File: src/design/pfcfe_pkg.sv
// Purpose: Shared constants and types for the parallel flash host controller
// Assumes: 25 MHz core clock, byte-wide asynchronous flash bus
// Notes: Command codes besides the identifier one are our own values, shared with the bench
package pfcfe_pkg;
   localparam int CLK_PERIOD_NS = 40;
   localparam int ADDR_W = 20;
   localparam int DATA_W = 8;
   localparam int BLOCK_COUNT = 16;
   localparam int BLOCK_SHIFT = 16;
   localparam logic [19:0] TOP_BLOCK_BASE = 20'hf0000;
   localparam logic [19:0] TOP_BLOCK_LAST = 20'hfffff;
   localparam logic [19:0] MAKER_ADDR = 20'h00000;
   localparam logic [19:0] DEVICE_ADDR = 20'h00001;
   localparam logic [7:0] CMD_IDENT = 8'h90;
   // Arbitrary codes; the host passes any byte through unchanged
   localparam logic [7:0] CMD_READ_ARRAY = 8'h0f;
   localparam logic [7:0] CMD_READ_STATUS = 8'h1e;
   localparam logic [7:0] CMD_BYTE_WRITE = 8'h2d;
   localparam logic [7:0] CMD_ERASE_SETUP = 8'h3c;
   localparam logic [7:0] CMD_CONFIRM = 8'h4b;
   localparam logic [7:0] CMD_SUSPEND = 8'h69;
   localparam logic [4:0] STATUS_AFTER_WAKE = 5'h10;
   // Strobe and access widths and wake time in ns
   localparam int STROBE_NS = 80;
   localparam int ACCESS_NS = 120;
   localparam int WAKE_NS = 1000;
   localparam int STROBE_CYC = (STROBE_NS + CLK_PERIOD_NS - 1) / CLK_PERIOD_NS;
   localparam int ACCESS_CYC = (ACCESS_NS + CLK_PERIOD_NS - 1) / CLK_PERIOD_NS;
   localparam int WAKE_CYC = (WAKE_NS + CLK_PERIOD_NS - 1) / CLK_PERIOD_NS;
   localparam int CNT_W = 6;

   typedef struct packed {
      logic write;
      logic [19:0] addr;
      logic [7:0] data;
   } pfcfe_req_t;

   typedef struct packed {
      logic chip_sel_n;
      logic out_gate_n;
      logic write_strobe_n;
      logic powerdown_reset_n;
   } pfcfe_ctl_t;

   typedef enum logic [4:0] {
      ST_WAKE = 5'b00001,
      ST_IDLE = 5'b00010,
      ST_WR = 5'b00100,
      ST_RD = 5'b01000,
      ST_GAP = 5'b10000
   } pfcfe_state_t;
endpackage

File: src/design/pfcfe_host.sv
// Purpose: Host controller driving a byte-wide parallel flash over its pins
// Assumes: One request at a time; flash timing met by strobe and access counts
// Notes: Data pins split into in, out and enable; the bench resolves the wire
//
// Overview of operation
// - Data lines carry commands out, data back
// - Erase is setup then confirm command
// - Host gives address and data for write
// - Read-array command needed after write or erase
// - Identifier: address 0 maker, 1 device
`timescale 1ns/1ns
`default_nettype none
module pfcfe_host
   import pfcfe_pkg::*;
(
   input wire logic core_clk_in,
   input wire logic sys_rst_in,
   input wire logic req_valid_in,
   input wire pfcfe_req_t req_in,
   input wire logic powerdown_req_in,
   output logic req_ready_out,
   output logic rsp_valid_out,
   output logic [7:0] rsp_data_out,
   output logic [3:0] rsp_block_out,
   output logic engine_busy_out,
   output pfcfe_ctl_t ctl_out,
   output logic [19:0] byte_address_out,
   output logic [7:0] data_lines_out,
   output logic data_lines_oe_out,
   input wire logic [7:0] data_lines_in,
   input wire logic automation_idle_flag_in
);
   pfcfe_state_t st_q, st_d;
   logic [CNT_W-1:0] cnt_q, cnt_d;
   pfcfe_ctl_t ctl_q, ctl_d;
   logic [19:0] addr_q, addr_d;
   logic [7:0] wdat_q, wdat_d;
   logic oe_q, oe_d;
   logic rv_q, rv_d;
   logic [7:0] rdat_q, rdat_d;
   logic [3:0] blk_q, blk_d;
   logic rdy_q, rdy_d;
   // Three-stage sync for the busy flag; only stages two and three are compared
   logic [2:0] flag_sync_q, flag_sync_d;
   logic busy_q, busy_d;

   always_ff @(posedge core_clk_in or posedge sys_rst_in) begin
      if (sys_rst_in) begin
         flag_sync_q <= 3'h7;
      end else begin
         flag_sync_q <= flag_sync_d;
      end
   end

   always_comb begin
      flag_sync_d = {flag_sync_q[1:0], automation_idle_flag_in};
      busy_d = busy_q;
      if (flag_sync_q[1] == flag_sync_q[2]) begin
         busy_d = ~flag_sync_q[2];
      end
   end

   always_comb begin
      st_d = st_q;
      cnt_d = cnt_q;
      ctl_d = ctl_q;
      addr_d = addr_q;
      wdat_d = wdat_q;
      oe_d = oe_q;
      rv_d = 1'b0;
      rdat_d = rdat_q;
      blk_d = blk_q;
      rdy_d = 1'b0;
      if (powerdown_req_in) begin
         // Holding powerdown aborts any erase or write in the flash
         st_d = ST_WAKE;
         cnt_d = CNT_W'(WAKE_CYC);
         ctl_d = '{chip_sel_n: 1'b1, out_gate_n: 1'b1, write_strobe_n: 1'b1,
                   powerdown_reset_n: 1'b0};
         oe_d = 1'b0;
      end else begin
         unique case (st_q)
            ST_WAKE: begin
               ctl_d.powerdown_reset_n = 1'b1;
               // Flash ignores commands until the wake time passes
               if (cnt_q == '0) begin
                  st_d = ST_IDLE;
                  rdy_d = 1'b1;
               end else begin
                  cnt_d = cnt_q - 1'b1;
               end
            end
            ST_IDLE: begin
               rdy_d = 1'b1;
               if (req_valid_in && rdy_q) begin
                  rdy_d = 1'b0;
                  addr_d = req_in.addr;
                  wdat_d = req_in.data;
                  blk_d = req_in.addr[BLOCK_SHIFT +: 4];
                  ctl_d.chip_sel_n = 1'b0;
                  if (req_in.write) begin
                     st_d = ST_WR;
                     cnt_d = CNT_W'(STROBE_CYC);
                     ctl_d.write_strobe_n = 1'b0;
                     ctl_d.out_gate_n = 1'b1;
                     oe_d = 1'b1;
                  end else begin
                     st_d = ST_RD;
                     cnt_d = CNT_W'(ACCESS_CYC);
                     ctl_d.out_gate_n = 1'b0;
                     ctl_d.write_strobe_n = 1'b1;
                  end
               end
            end
            ST_WR: begin
               if (cnt_q == '0) begin
                  // Rising strobe latches; data held one more cycle
                  ctl_d.write_strobe_n = 1'b1;
                  st_d = ST_GAP;
                  rv_d = 1'b1;
               end else begin
                  cnt_d = cnt_q - 1'b1;
               end
            end
            ST_RD: begin
               if (cnt_q == '0) begin
                  rdat_d = data_lines_in;
                  rv_d = 1'b1;
                  ctl_d.out_gate_n = 1'b1;
                  st_d = ST_GAP;
               end else begin
                  cnt_d = cnt_q - 1'b1;
               end
            end
            ST_GAP: begin
               oe_d = 1'b0;
               ctl_d.chip_sel_n = 1'b1;
               st_d = ST_IDLE;
               rdy_d = 1'b1;
            end
         endcase
      end
   end

   always_ff @(posedge core_clk_in or posedge sys_rst_in) begin
      if (sys_rst_in) begin
         // Reset holds the flash in powerdown, then waits out the wake time
         st_q <= ST_WAKE;
         cnt_q <= CNT_W'(WAKE_CYC);
         ctl_q <= 4'he;
         addr_q <= '0;
         wdat_q <= '0;
         oe_q <= 1'b0;
         rv_q <= 1'b0;
         rdat_q <= '0;
         blk_q <= '0;
         rdy_q <= 1'b0;
         busy_q <= 1'b0;
      end else begin
         st_q <= st_d;
         cnt_q <= cnt_d;
         ctl_q <= ctl_d;
         addr_q <= addr_d;
         wdat_q <= wdat_d;
         oe_q <= oe_d;
         rv_q <= rv_d;
         rdat_q <= rdat_d;
         blk_q <= blk_d;
         rdy_q <= rdy_d;
         busy_q <= busy_d;
      end
   end

   assign req_ready_out = rdy_q;
   assign rsp_valid_out = rv_q;
   assign rsp_data_out = rdat_q;
   assign rsp_block_out = blk_q;
   assign engine_busy_out = busy_q;
   assign ctl_out = ctl_q;
   assign byte_address_out = addr_q;
   assign data_lines_out = wdat_q;
   assign data_lines_oe_out = oe_q;

   a_no_contention: assert property (@(posedge core_clk_in) disable iff (sys_rst_in)
      !(!ctl_q.write_strobe_n && !ctl_q.out_gate_n))
      else $error("strobe and gate both active");
   a_strobe_width: assert property (@(posedge core_clk_in) disable iff (sys_rst_in)
      $fell(ctl_q.write_strobe_n) |-> !ctl_q.write_strobe_n [*3])
      else $error("write strobe too short");
   a_drive_on_write: assert property (@(posedge core_clk_in) disable iff (sys_rst_in)
      !ctl_q.write_strobe_n |-> oe_q && !ctl_q.chip_sel_n)
      else $error("data not driven during write");
   a_no_drive_read: assert property (@(posedge core_clk_in) disable iff (sys_rst_in)
      !ctl_q.out_gate_n |-> !oe_q)
      else $error("host drives during read");
   a_pd_holds: assert property (@(posedge core_clk_in) disable iff (sys_rst_in)
      powerdown_req_in |=> !ctl_q.powerdown_reset_n && ctl_q.chip_sel_n)
      else $error("powerdown not applied");
   a_wake_wait: assert property (@(posedge core_clk_in) disable iff (sys_rst_in)
      $rose(ctl_q.powerdown_reset_n) |-> !rdy_q [*8])
      else $error("request accepted before wake");
   a_read_resp: assert property (@(posedge core_clk_in) disable iff (sys_rst_in)
      (st_q == ST_RD && cnt_q == '0 && !powerdown_req_in) |=>
         rv_q && rdat_q == $past(data_lines_in))
      else $error("read data not returned");
   a_busy_track: assert property (@(posedge core_clk_in) disable iff (sys_rst_in)
      (!automation_idle_flag_in) [*4] |=> busy_q)
      else $error("busy not reported");
endmodule
`default_nettype wire

File: config.mk
export PLATFORM = sky130hd
export DESIGN_NAME = pfcfe_host
export DESIGN_NICKNAME = d
export VERILOG_FILES = /design/src/design/pfcfe_pkg.sv /design/src/design/pfcfe_host.sv
export SDC_FILE = /design/constraint.sdc
export NUM_CORES = 1
export LEC_CHECK = 0
export ABC_CLOCK_PERIOD_IN_PS = 2500
export BUFFER_PORTS_ARGS = -buffer_cell sky130_fd_sc_hd__buf_2
export CAP_MARGIN = 20
export CORE_MARGIN = 3
export CORE_UTILIZATION = 24
export CTS_CLUSTER_SIZE = 14
export DETAILED_ROUTE_END_ITERATION = 8
export PLACE_DENSITY = 0.55
export RECOVER_POWER = 50
export SYNTH_ARGS = -nofsm -noshare
export SYNTH_HDL_FRONTEND = slang
export SYNTH_SLANG_ARGS = --single-unit
File: constraint.sdc
create_clock -name core_clk_in -period 2.5 [get_ports core_clk_in]
set_input_delay 0 -clock core_clk_in [delete_from_list [all_inputs] [get_ports core_clk_in]]
set_output_delay 0 -clock core_clk_in [all_outputs]
set_load 0.01 [all_outputs]
== After elaboration in Yosys (flattened, before gate mapping) ==
Cells that the tools add are included.
Storage, ports and cells
  word-level logic and storage cells: 77
  latch bits: 0
  memories kept: 0
  bits in writable memories: 0
  ROM bits: 0
  register bits after elaboration: 62
Operators by class
  order comparisons: 0
  divide/modulo/power cells: 0
  shift operators: 0
  add/sub/neg operators: 1
  bitwise logic cells: 2
  equal/unequal tests: 13
  $mul: 0
  multiplexer cells: 29
  reduce and logical (&&, ||, !) cells: 17
Operators by type and width (count)
  $reduce_and 3->1: 7
  $mux 5: 4
  $pmux 5 s4: 1
  $mux 6: 3
  $ne 3x3->1 const B: 6
  $pmux 6 s2: 1
  $reduce_bool 3->1: 4
  $mux 1: 11
  $mux 4: 2
  $pmux 1 s2: 4
  $logic_not 6->1: 1
  $sub 6x1->6 const B: 1
  $eq 5x1->1 const B: 1
  $eq 5x2->1 const B: 1
  $eq 5x3->1 const B: 1
  $eq 5x4->1 const B: 1
  $eq 5x5->1 const B: 1
  $mux 3: 1
  $ne 3x1->1 const B: 1
  $pmux 1 s3: 1
  $reduce_or 3->1: 1
  $mux 2: 1
  $not 1->1: 2
  $reduce_and 2->1: 1
  4 further kinds: 4

== Logic depth before layout (Yosys ltp) ==
Gate-level depths: netlist (run 1).
  depth after elaboration: 4
  gate-level depth with buffers: 7
  depth with buffers taken out: 6

== Least setup slack after synthesis (run 1) ==
No wires, ideal clock.
  path kind: register to register
  start point: register cnt_q[1]
  end point: register rdat_q[0] (netlist: rsp_data_out[0])
  cell stages (with the launch flop): 8
  path slack: 0.504 ns
  arrival: 1.871 ns
  data required time: 2.375 ns
  setup time: 0.125 ns
  path through: dfrtp_1 -> inv_1 -> ha_1 -> or4b_4 -> nor2_4 -> and4b_1 -> buf_6 -> mux2_2
On the way
  longest elaborated chain between the ends: 2
Ends and longest elaborated chain
  start, declared: RTL line pfcfe_host.sv:34  | logic [CNT_W-1:0] cnt_q, cnt_d;
  start signal, assigned: RTL line pfcfe_host.sv:149  | cnt_q <= CNT_W'(WAKE_CYC);
  start signal, assigned: RTL line pfcfe_host.sv:161  | cnt_q <= cnt_d;
  $logic_not 6->1: RTL line pfcfe_host.sv:126  | if (cnt_q == '0) begin
  $reduce_and 3->1 (no source line)
  end signal, assigned: RTL line pfcfe_host.sv:167  | rdat_q <= rdat_d;
  end, declared: RTL line pfcfe_host.sv:40  | logic [7:0] rdat_q, rdat_d;
Every way passes these cells.
A chain may end at the register's enable or synchronous reset.

== Worst setup path in the final report (run 1) ==
  start point: register cnt_q[1]
  end point: register rdat_q[2] (netlist: rsp_data_out[2])
The elaborated chain is that of the path after synthesis.

==> summary.txt, run 1 <==
Global route
  – Overflow after GRT: 0
  – Number of global-route vias before repair: 1,995
  – First-pass GRT wire length: about 9700 um
  – Total Routing Usage GR: a little over a tenth
  – Initial antenna violation count: 0
  – Largest net degree at the start of global routing: a little under 60

Critical path
  – Worst EP arrival: 2.52 ns
  – WS Path Type: flop to flop
  – Worst-path fanout max: 8
  – Startpoint Class: flop
  – R2R depth: 6
  – Worst EP required: roughly 2.7 ns
  – Critical path endpoint category: flop

Layout
  – N_diodes: 0
  – Share of cells above drive strength 1: around a third
  – Final nets: between 300 and 400
  – Fill count: about 1,000
  – Sequential cell area: 1464 um2
  – Most frequent cells in the layout: dfrtp_1 (48), clkbuf_1 (48), buf_2 (42), dlygate4sd3_1 (40), mux2_2 (36)
  – Finished Layout Cells: approximately 470
  – Area of the multi-input gates: about 970 um2
  – Layout area overhead: 42.61%

Pwr
  – Max VDD drop: 0.2347 mV
  – Total power: about 0.0024 W
  – PD cells: about 660 nW/um2
  – Leak: about 1.7 nW

Clock network
  – Clock Latency Late Sink: between 0.3 and 0.4 ns
  – Reg clk slew, reported paths: 0.07 ns
  – Num CTS Buffers: 9
  – Clock sinks: 58
  – H-tree Lvls: 3
  – CTS tree: yes
  – Cts repair resizes: 0
  – Worst-case clock buffer depth: 2
  – Root Driver: clkbuf_8

Timing
  – Highest Clock Rate: 433.2 MHz
  – Final Hold Fails: 0
  – Slew @ Worst Pin: 1.459 ns
  – Setup TNS: 0 ns
  – RSZ-0062 raised after global routing: false
  – Final min period: between 2 and 2.5 ns
  – # setup viols final: 0
  – Final Cycle Share: 92.34%
  – Slew Limit Fails: 0
  – Rel. slew slack: around 2.7%
  – Clock Skews: about 0.011 ns

Routing
  – Post-DR vias/cell: roughly 4.4
  – Wire per inst: 13.25 um
  – Starting DRT DRC Count: 165
  – DRC: 0
  – WL final: between 6000 and 7000 um
  – ANT nets after route: 0
  – Via count: around 2,000
  – TritonRoute pass-1 iters: 4

Floorplanning
  – Full die area: ~12,000 um2
  – Height of the die: around 110 um
  – # rows: 37
  – Initial core utilization: approximately a quarter
  – Core footprint: about 10,000 um2
  – Die X: 109.2 um
  – # IOs: 90

Placed design
  – DPL Wire Length: approximately 4000 um
  – Cell Count Post-Placement: 411
  – RePlAce Congestion: 0.8253
  – Port Buffers: 89

Logic synthesis
  – Post-synth EDFFs: 0
  – Main flop type after synthesis: dfrtp_1
  – Post-synth ARST share: 100.0%
  – Mapped Avg Cell Area: roughly 13 um2
  – Mapped Nets: 243
  – Post-synthesis instance total: roughly 200
  – Synth Cell Area: 2557 um2
  – Sequential fraction of the synthesis area: between 50 and 60%
  – Number of distinct library cells after synthesis: 44
  – Yosys reg bits: 58
  – Yosys synthesis warning count: 0

Worst hold path
  – Hold Crit Depth: 2
  – Worst Hold Class: input pin to flop

Outcome
  – Status: completed

Job
  – Max-Cap Viols: 0
[cells in the mapped netlist, types with 2 or more instances]
library cell / instances / share of area (%)
nor4b_1: 2 / 0.69
nand3_1: 8 / 1.6
o211a_1: 2 / 0.78
and4b_1: 2 / 0.78
o21ai_0: 6 / 1.2
buf_6: 2 / 0.88
nor2_1: 10 / 1.5
nor2_4: 2 / 0.88
a21oi_1: 7 / 1.4
nor3_1: 3 / 0.59
clkbuf_1: 3 / 0.44
buf_4: 4 / 1.2
ha_1: 2 / 0.98
a21o_1: 2 / 0.59
inv_1: 9 / 1.3
nor3b_1: 3 / 0.88
a32oi_1: 2 / 0.69
a31oi_1: 3 / 0.73
xor2_1: 3 / 1.0
dfstp_2: 10 / 10
nand2_1: 4 / 0.59
o211ai_1: 2 / 0.59
mux2_2: 36 / 16
buf_2: 5 / 0.98
dfrtp_1: 48 / 47
[cell families after synthesis]
family | after synthesis | share of synthesized area (%)
flip-flops | 58 | 57.24
AND/OR/NAND/NOR | 42 | 10.27
multiplexers | 36 | 15.85
AO/OA/AOI/OAI | 34 | 9.687
buffers and inverters | 24 | 4.941
XOR/XNOR | 3 | 1.028
adder cells (fa/ha/maj) | 2 | 0.9783
[repair_timing]
| item | 4_1_cts | 5_1_grt |
|---|---|---|
| endpoints found under the hold margin | 89 | 0 |
| buffers inserted | 0 | 0 |
| hold buffers | 40 | 0 |
| endpoints found under the setup margin | 0 | 0 |
[registers in the layout, indices dropped and copies added (netlist names)]
signal / count
flag_sync_q: 3
ctl_out: 4
byte_address_out: 19
st_q: 5
cnt_q: 6
rsp_data_out: 8
data_lines_oe_out: 1
data_lines_out: 8
rsp_valid_out: 1
engine_busy_out: 1
req_ready_out: 1
rsp_block_out: 1
[worst max-delay path, cell delays in order (launching register included)]
cell and delay, ns:
dfrtp_1 0.39, inv_1 0.12, ha_1 0.16, or4b_4 0.50, nor2_4 0.17, and4b_1 0.47
mux2_2 0.38
[report_power, final]
group	leakage, nW	switching [W]	internal, W
Clock	0.103	0.000368	0.000513
Combinational	0.825	0.000225	0.000215
Sequential	0.766	0.0000674	0.00101
Total	1.69	0.000661	0.00174
[layout make-up]
cell class,instances,share of cell area (%)
Sequential cell,58,40.14
Multi-Input combinational cell,117,26.52
Timing Repair Buffer,131,22.30
Tap cell,136,4.666
Clock buffer,13,4.357
Clock inverter,3,1.098
Inverter,9,0.9262
[final timing paths]
kind	startpoint	endpoint	slack, ns
setup reg to reg	cnt_q[1]$_DFFE_PP0P_	rsp_data_out[2]$_DFFE_PP0P_	0.19
setup / recovery	cnt_q[1]$_DFFE_PP0P_	rsp_data_out[2]$_DFFE_PP0P_	0.19
hold / removal	powerdown_req_in	st_q[2]$_DFFE_PP0P_	0.09
hold reg to reg	flag_sync_q[0]$_DFF_PP1_	flag_sync_q[1]$_DFF_PP1_	0.36
min in group asynchronous	sys_rst_in	data_lines_out[3]$_DFFE_PP0P_	0.71
max in group asynchronous	sys_rst_in	byte_address_out[8]$_DFFE_PP0P_	0.91
[through the flow]
step	hold WS, ns	setup slack (ns)	instance area (um2)	utilization (%)
floorplan	0.004478	0.5037	2557	-
global placement	0.1193	0.2647	3108	30.11
detailed placement	0.1175	0.1786	3108	30.11
CTS	0.07405	0.1708	3707	35.91
global route	0.1072	0.02968	3647	35.33
finish	0.08509	0.1916	3647	35.33
[per-layer routing]
metal  vias to the layer above  GRT usage, %  routed length, um
li1                        962             -                  -
met1                      1010         13.37               2751
met2                        60         16.58               2866
met3                         8         3.197                478
met4                         0         4.274                 94
met5                         -             0                  0
Power figures use the tool's default switching activity.
==> inputs of run 2 (changes only) <==
--- a/config.mk
+++ b/config.mk
@@ -5,13 +5,14 @@
 export SDC_FILE = /design/constraint.sdc
 export NUM_CORES = 1
 export LEC_CHECK = 0
-export ABC_CLOCK_PERIOD_IN_PS = 2500
+export ABC_CLOCK_PERIOD_IN_PS = 2900
 export BUFFER_PORTS_ARGS = -buffer_cell sky130_fd_sc_hd__buf_2
 export CAP_MARGIN = 20
 export CORE_MARGIN = 3
 export CORE_UTILIZATION = 24
 export CTS_CLUSTER_SIZE = 14
 export DETAILED_ROUTE_END_ITERATION = 8
+export GPL_TIMING_DRIVEN = 1
 export PLACE_DENSITY = 0.55
 export RECOVER_POWER = 50
 export SYNTH_ARGS = -nofsm -noshare
==> constraint.sdc (replaced) <==
create_clock -name core_clk_in -period 2.9 [get_ports core_clk_in]
set_input_delay 0 -clock core_clk_in [delete_from_list [all_inputs] [get_ports core_clk_in]]
set_output_delay 0 -clock core_clk_in [all_outputs]
set_load 0.01 [all_outputs]
==> run 2 against run 1 <==
Compared with the run above:
- the run now ends with capacitance limit left
- via count fell by 0.69%
- combinational power shrank 13%
- flip-flop and latch count unchanged
- sequential power fell by 14%
- die area did not move
- power shrank 11%
- largest power group unchanged
==> summary.txt, run 2 (synthesis gave the netlist of run 1 again) <==
Outcome
  – Status: finished, violations left
  – Failing checks: capacitance limit

Layout
  – Final Instance Area: 3666 um2
  – Sequential cell area: between 1000 and 1500 um2
  – Fill count: roughly 1,000
  – Final nets: approximately 370
  – Layout area overhead: 43.35%
  – Commonest non-fill, non-tap cell in the layout: dfrtp_1
  – Area of the multi-input gates: ~970 um2
  – Most frequent cells in the layout: dfrtp_1 (48), clkbuf_1 (46), buf_2 (44), dlygate4sd3_1 (40), mux2_2 (36)
  – Share of cells above drive strength 1: 34.04%
  – Largest register FFs: 19
  – N_diodes: 0

Clock network
  – Post-CTS Setup Repair Bufs: 0
  – Clock sinks: slightly below 60
  – Reg clk slew, reported paths: ~0.060 ns
  – H-tree Lvls: 3
  – CTS tree: yes
  – Worst-case clock buffer depth: 2
  – Cts repair resizes: 0
  – Root Driver: clkbuf_8
  – Num CTS Buffers: 9
  – Clock Latency Late Sink: between 0.3 and 0.4 ns

Pwr
  – Max VDD drop: around 0.26 mV
  – PD cells: about 580 nW/um2
  – Leak: around 1.7 nW

Timing
  – Final min period: 2.315 ns
  – PnR worst setup slack: 0.5850 ns
  – # setup viols final: 0
  – RSZ-0062 raised after global routing: false
  – Highest Clock Rate: 432.0 MHz
  – Setup TNS: 0 ns
  – Hold_ws: approximately 0.085 ns
  – Final Hold Fails: 0
  – Slew @ Worst Pin: approximately 1.5 ns
  – Rel. slew slack: less than 1%
  – Final Cycle Share: 79.83%
  – Slew Limit Fails: 0
  – Clock Skews: between 0.006 and 0.007 ns

Global route
  – Initial antenna violation count: 0
  – Overflow after GRT: 0
  – Total Routing Usage GR: roughly a tenth
  – Number of global-route vias before repair: approximately 2,000
  – Largest net degree at the start of global routing: 41
  – First-pass GRT wire length: between 9000 and 10,000 um

Critical path
  – Startpoint Class: flop
  – Reg2reg setup slack: 0.58 ns
  – Worst EP arrival: around 2.5 ns
  – Worst r2r src: cnt_q[1]$_DFFE_PP0P_
  – WS Path Type: flop to flop
  – Worst r2r dst: rsp_data_out[6]$_DFFE_PP0P_
  – Worst-path fanout max: 8
  – Worst EP required: 3.11 ns
  – Critical path endpoint category: flop
  – R2R depth: 6

Routing
  – Post-DR vias/cell: roughly 4.3
  – WL final: just over 6000 um
  – DRC: 0
  – Wire per inst: approximately 13 um
  – Starting DRT DRC Count: roughly 130
  – ANT nets after route: 0
  – Via count: a little over 2,000
  – TritonRoute pass-1 iters: 4

Floorplanning
  – # IOs: 90
  – Core footprint: 10,320 um2
  – Die X: 109.2 um
  – Height of the die: 109.2 um
  – Initial core utilization: around 25%
  – # rows: 37
  – Full die area: roughly 12,000 um2

Placed design
  – DPL Wire Length: about 4100 um
  – Port Buffers: 89
  – RePlAce Congestion: about 0.8
  – DP Area: approximately 3100 um2
  – Place WS: a little under 0.6 ns

Worst hold path
  – HP Start: powerdown_req_in
  – Hold endpoint: st_q[2]$_DFFE_PP0P_
  – Worst Hold Class: input pin to flop
  – Hold Crit Depth: 2

Job
  – Max-Cap Viols: 1
run 2: cell count changes in the layout (fill, tap and decap cells not counted), sizes merged:
cell	before	now
clkbuf	61	56
buf	43	47
bufinv	1	2
clkinvlp	0	1
run 2: worst max-delay path by stage:
stage	from	to	slack (ns)	cells after the start
floorplan	cnt_q[1]$_DFFE_PP0P_	rsp_data_out[0]$_DFFE_PP0P_	0.90	7
global placement	cnt_q[1]$_DFFE_PP0P_	rsp_data_out[3]$_DFFE_PP0P_	0.67	6
detailed placement	cnt_q[1]$_DFFE_PP0P_	rsp_data_out[6]$_DFFE_PP0P_	0.58	6
CTS	cnt_q[1]$_DFFE_PP0P_	rsp_data_out[6]$_DFFE_PP0P_	0.57	6
global route	cnt_q[1]$_DFFE_PP0P_	rsp_data_out[6]$_DFFE_PP0P_	0.45	6
finish	cnt_q[1]$_DFFE_PP0P_	rsp_data_out[6]$_DFFE_PP0P_	0.58	6
run 2: cell type report:
cell class / count / share of cell area (%)
sequential: 58 / 39.93
tap: 136 / 4.642
timing repair buffer: 132 / 22.15
clock inverter: 5 / 2.116
multi-input combinational: 117 / 26.38
clock buffer: 11 / 3.857
inverter: 9 / 0.9215
run 2: routing by layer:
layer	track usage (%)	wire length, um
met5	0	0
met4	4.809	57
met3	2.724	445
met2	16.54	2881
met1	13.23	2778
run 2: metrics by stage:
stage / cells / util [%] / power, W
4_1_cts: 468 / 36.06 / 0.002180
5_1_grt: 468 / 35.51 / 0.002271
6_report: 468 / 35.51 / 0.002139
2_1_floorplan: 199 / - / 0.001193
3_3_place_gp: 412 / 30.06 / 0.001290
3_5_place_dp: 412 / 30.06 / 0.001291
run 2: report_power, final:
part | internal [W] | switching (W) | leakage [nW]
Sequential | 0.000872 | 0.0000588 | 0.765
Clock | 0.000504 | 0.000321 | 0.109
Combinational | 0.000186 | 0.000198 | 0.828
run 2: timing repair:
item / 4_1_cts / 5_1_grt
hold buffers: 40 / 0
hold endpoints to repair: 70 / 0
setup endpoints to repair: 0 / 0
run 2: critical path, cell delays in order (launching register included):
cell,delay [ns]
dfrtp_1,0.39
inv_1,0.12
ha_1,0.15
or4b_4,0.49
nor2_4,0.18
and4b_1,0.48
mux2_2,0.39
==> inputs of run 3 (changes only) <==
--- a/config.mk
+++ b/config.mk
@@ -5,7 +5,7 @@
 export SDC_FILE = /design/constraint.sdc
 export NUM_CORES = 1
 export LEC_CHECK = 0
-export ABC_CLOCK_PERIOD_IN_PS = 2900
+export ABC_CLOCK_PERIOD_IN_PS = 2000
 export BUFFER_PORTS_ARGS = -buffer_cell sky130_fd_sc_hd__buf_2
 export CAP_MARGIN = 20
 export CORE_MARGIN = 3
@@ -13,7 +13,7 @@
 export CTS_CLUSTER_SIZE = 14
 export DETAILED_ROUTE_END_ITERATION = 8
 export GPL_TIMING_DRIVEN = 1
-export PLACE_DENSITY = 0.55
+export PLACE_DENSITY = 0.57
 export RECOVER_POWER = 50
 export SYNTH_ARGS = -nofsm -noshare
 export SYNTH_HDL_FRONTEND = slang
==> constraint.sdc (replaced) <==
create_clock -name core_clk_in -period 2 [get_ports core_clk_in]
set_input_delay 0 -clock core_clk_in [delete_from_list [all_inputs] [get_ports core_clk_in]]
set_output_delay 0 -clock core_clk_in [all_outputs]
set_load 0.01 [all_outputs]
==> run 3 against run 2 <==
Compared with the run above:
- the run now ends clean
- critical path type unchanged
- largest cell class unchanged
- sequential power rose by 45%
- first-iteration DRC count rose by 43%
- die area is the same
- power up 50%
- cell count grew 2.8%
- core utilization increased by 1.1 points
- flip-flop and latch count stayed put
- clock skew grew 0.0020 ns
- design area is 3.0% higher
==> summary.txt, run 3 (synthesis gave the netlist of run 1 again) <==
Layout
  – Finished Layout Cells: between 400 and 500
  – Fill count: between 1,000 and 1,500
  – N_diodes: 0
  – Commonest non-fill, non-tap cell in the layout: clkbuf_1
  – Sequential cell area: approximately 1500 um2
  – Largest register FFs: 19
  – Final nets: approximately 380
  – Most frequent cells in the layout: clkbuf_1 (50), dfrtp_1 (48), dlygate4sd3_1 (40), buf_2 (40), mux2_2 (35)
  – Layout area overhead: 47.65%
  – Area of the multi-input gates: 970.9 um2
  – Share of cells above drive strength 1: between 30% and 40%

Worst hold path
  – Hold Crit Depth: 2
  – Hold endpoint: st_q[2]$_DFFE_PP0P_
  – Worst Hold Class: input pin to flop
  – HP Start: powerdown_req_in

Placed design
  – Cell Count Post-Placement: between 400 and 500
  – DPL Wire Length: 4151 um
  – Place WS: -0.006346 ns
  – RePlAce Congestion: 0.8081
  – Port Buffers: 89

Timing
  – Final Cycle Share: 99.75%
  – Final min period: approximately 2 ns
  – Highest Clock Rate: 501.3 MHz
  – PnR worst setup slack: 0.005052 ns
  – RSZ-0062 raised after global routing: true
  – Hold_ws: 0.08417 ns
  – Slew Limit Fails: 0
  – Rel. slew slack: under 10%
  – Final Hold Fails: 0
  – Setup TNS: 0 ns
  – Slew @ Worst Pin: between 1 and 1.5 ns
  – Clock Skews: approximately 0.008 ns
  – # setup viols final: 0

Clock network
  – Clock Latency Late Sink: ~0.33 ns
  – Reg clk slew, reported paths: about 0.070 ns
  – Clock sinks: 58
  – Num CTS Buffers: 9
  – Root Driver: clkbuf_8
  – CTS tree: yes
  – H-tree Lvls: 3
  – Worst-case clock buffer depth: 2

Job
  – Max-Cap Viols: 0

Critical path
  – Reg2reg setup slack: a little over 0.005 ns
  – CP peak stage delay: 0.49 ns
  – Worst EP arrival: 2.21 ns
  – CP startpoint: cnt_q[1]$_DFFE_PP0P_
  – Worst r2r src: cnt_q[1]$_DFFE_PP0P_
  – Crit path cell chain: inv_2 > ha_1 > or4b_4 > nor2_4 > and4b_1 > buf_6 > mux2_2
  – Worst r2r dst: rsp_data_out[6]$_DFFE_PP0P_
  – R2R depth: 7
  – WS Path Type: flop to flop
  – Worst-path fanout max: 8
  – Startpoint Class: flop
  – Critical path endpoint category: flop
  – Worst EP required: 2.22 ns
  – Critical path's slowest cell: or4b_4

Routing
  – Post-DR vias/cell: between 4 and 5
  – ANT nets after route: 0
  – WL final: around 6300 um
  – DRC: 0
  – Via count: between 2,000 and 2,500
  – TritonRoute pass-1 iters: 4
  – Starting DRT DRC Count: between 150 and 200
  – Wire per inst: about 13 um

Global route
  – Total Routing Usage GR: a little over 10%
  – Overflow after GRT: 0
  – Number of global-route vias before repair: 1,926
  – Initial antenna violation count: 0
  – First-pass GRT wire length: around 9500 um
  – Largest net degree at the start of global routing: 59

Floorplanning
  – Core footprint: about 10,000 um2
  – # rows: 37
  – Die X: 109.2 um
  – Initial core utilization: 24.77%
  – Full die area: between 10,000 and 15,000 um2
  – Height of the die: 109.2 um
  – # IOs: 90

Pwr
  – Internal: between 0.002 and 0.0025 W
  – Comb power frac: 20.6%
  – Leak: about 1.8 nW
  – Total power: approximately 0.0032 W
  – Max VDD drop: between 0.2 and 0.3 mV
  – Sequential power share: 42.0%
  – PD cells: between 800 and 900 nW/um2
  – Fraction of power consumed by the clock network: ~37%
  – Switching share of total power: 27.00%
  – Switching pwr: ~0.00086 W

Outcome
  – Status: completed
## run 3: stage by stage
step	utilization (%)	cell area (um2)
after floorplan	-	2557
after global placement	30.83	3183
after detailed placement	30.83	3183
after CTS	36.94	3814
after global routing	36.58	3776
final	36.58	3776
## run 3: worst max path at each step
stage / end / slack [ns]
floorplan: rsp_data_out[0]$_DFFE_PP0P_ / 0.004
global placement: rsp_data_out[4]$_DFFE_PP0P_ / 0.04
detailed placement: rsp_data_out[6]$_DFFE_PP0P_ / -0.006
CTS: rsp_data_out[1]$_DFFE_PP0P_ / 0.008
global route: rsp_data_out[6]$_DFFE_PP0P_ / -0.05
finish: rsp_data_out[6]$_DFFE_PP0P_ / 0.005
## run 3: cell type report
cell class                      count  area share (%)
Clock buffer                       11           3.744
Clock inverter                      5           2.054
Inverter                            9          0.8946
Multi-Input combinational cell    117           25.71
Sequential cell                    58           38.77
Tap cell                          136           4.506
Timing Repair Buffer              145           24.32
## run 3: power groups by stage
stage	clock network (W)	logic [W]	registers [W]
3_3_place_gp	0	0.000573	0.00136
2_1_floorplan	0	0.000387	0.00134
6_report	0.00120	0.000660	0.00135
4_1_cts	0.00125	0.000643	0.00134
3_5_place_dp	0	0.000573	0.00136
5_1_grt	0.00129	0.000731	0.00136
## run 3: critical path, delay by kind of cell, from the launching register on
kind                     cells  cell delay [ns]
buffers and inverters        2             0.21
adder cells (fa/ha/maj)      1             0.12
flip-flops                   1             0.41
multiplexers                 1             0.33
AND/OR/NAND/NOR              3             0.81
## run 3: per-layer routing
layer | up-vias | global-route usage, % | wire length [um]
met1 | 1011 | 13.05 | 2864
li1 | 991 | - | -
met4 | 0 | 5.343 | 84
met5 | - | 0 | 0
met2 | 58 | 16.27 | 2996
met3 | 7 | 2.487 | 387
## run 3: timing repair
action | CTS | global route
setup buffers | 1 | 3
resized for setup | 1 | 3
hold endpoints to repair | 87 | 0
endpoints found under the setup margin | 8 | 9
pin swaps | 0 | 1
hold buffers | 40 | 0
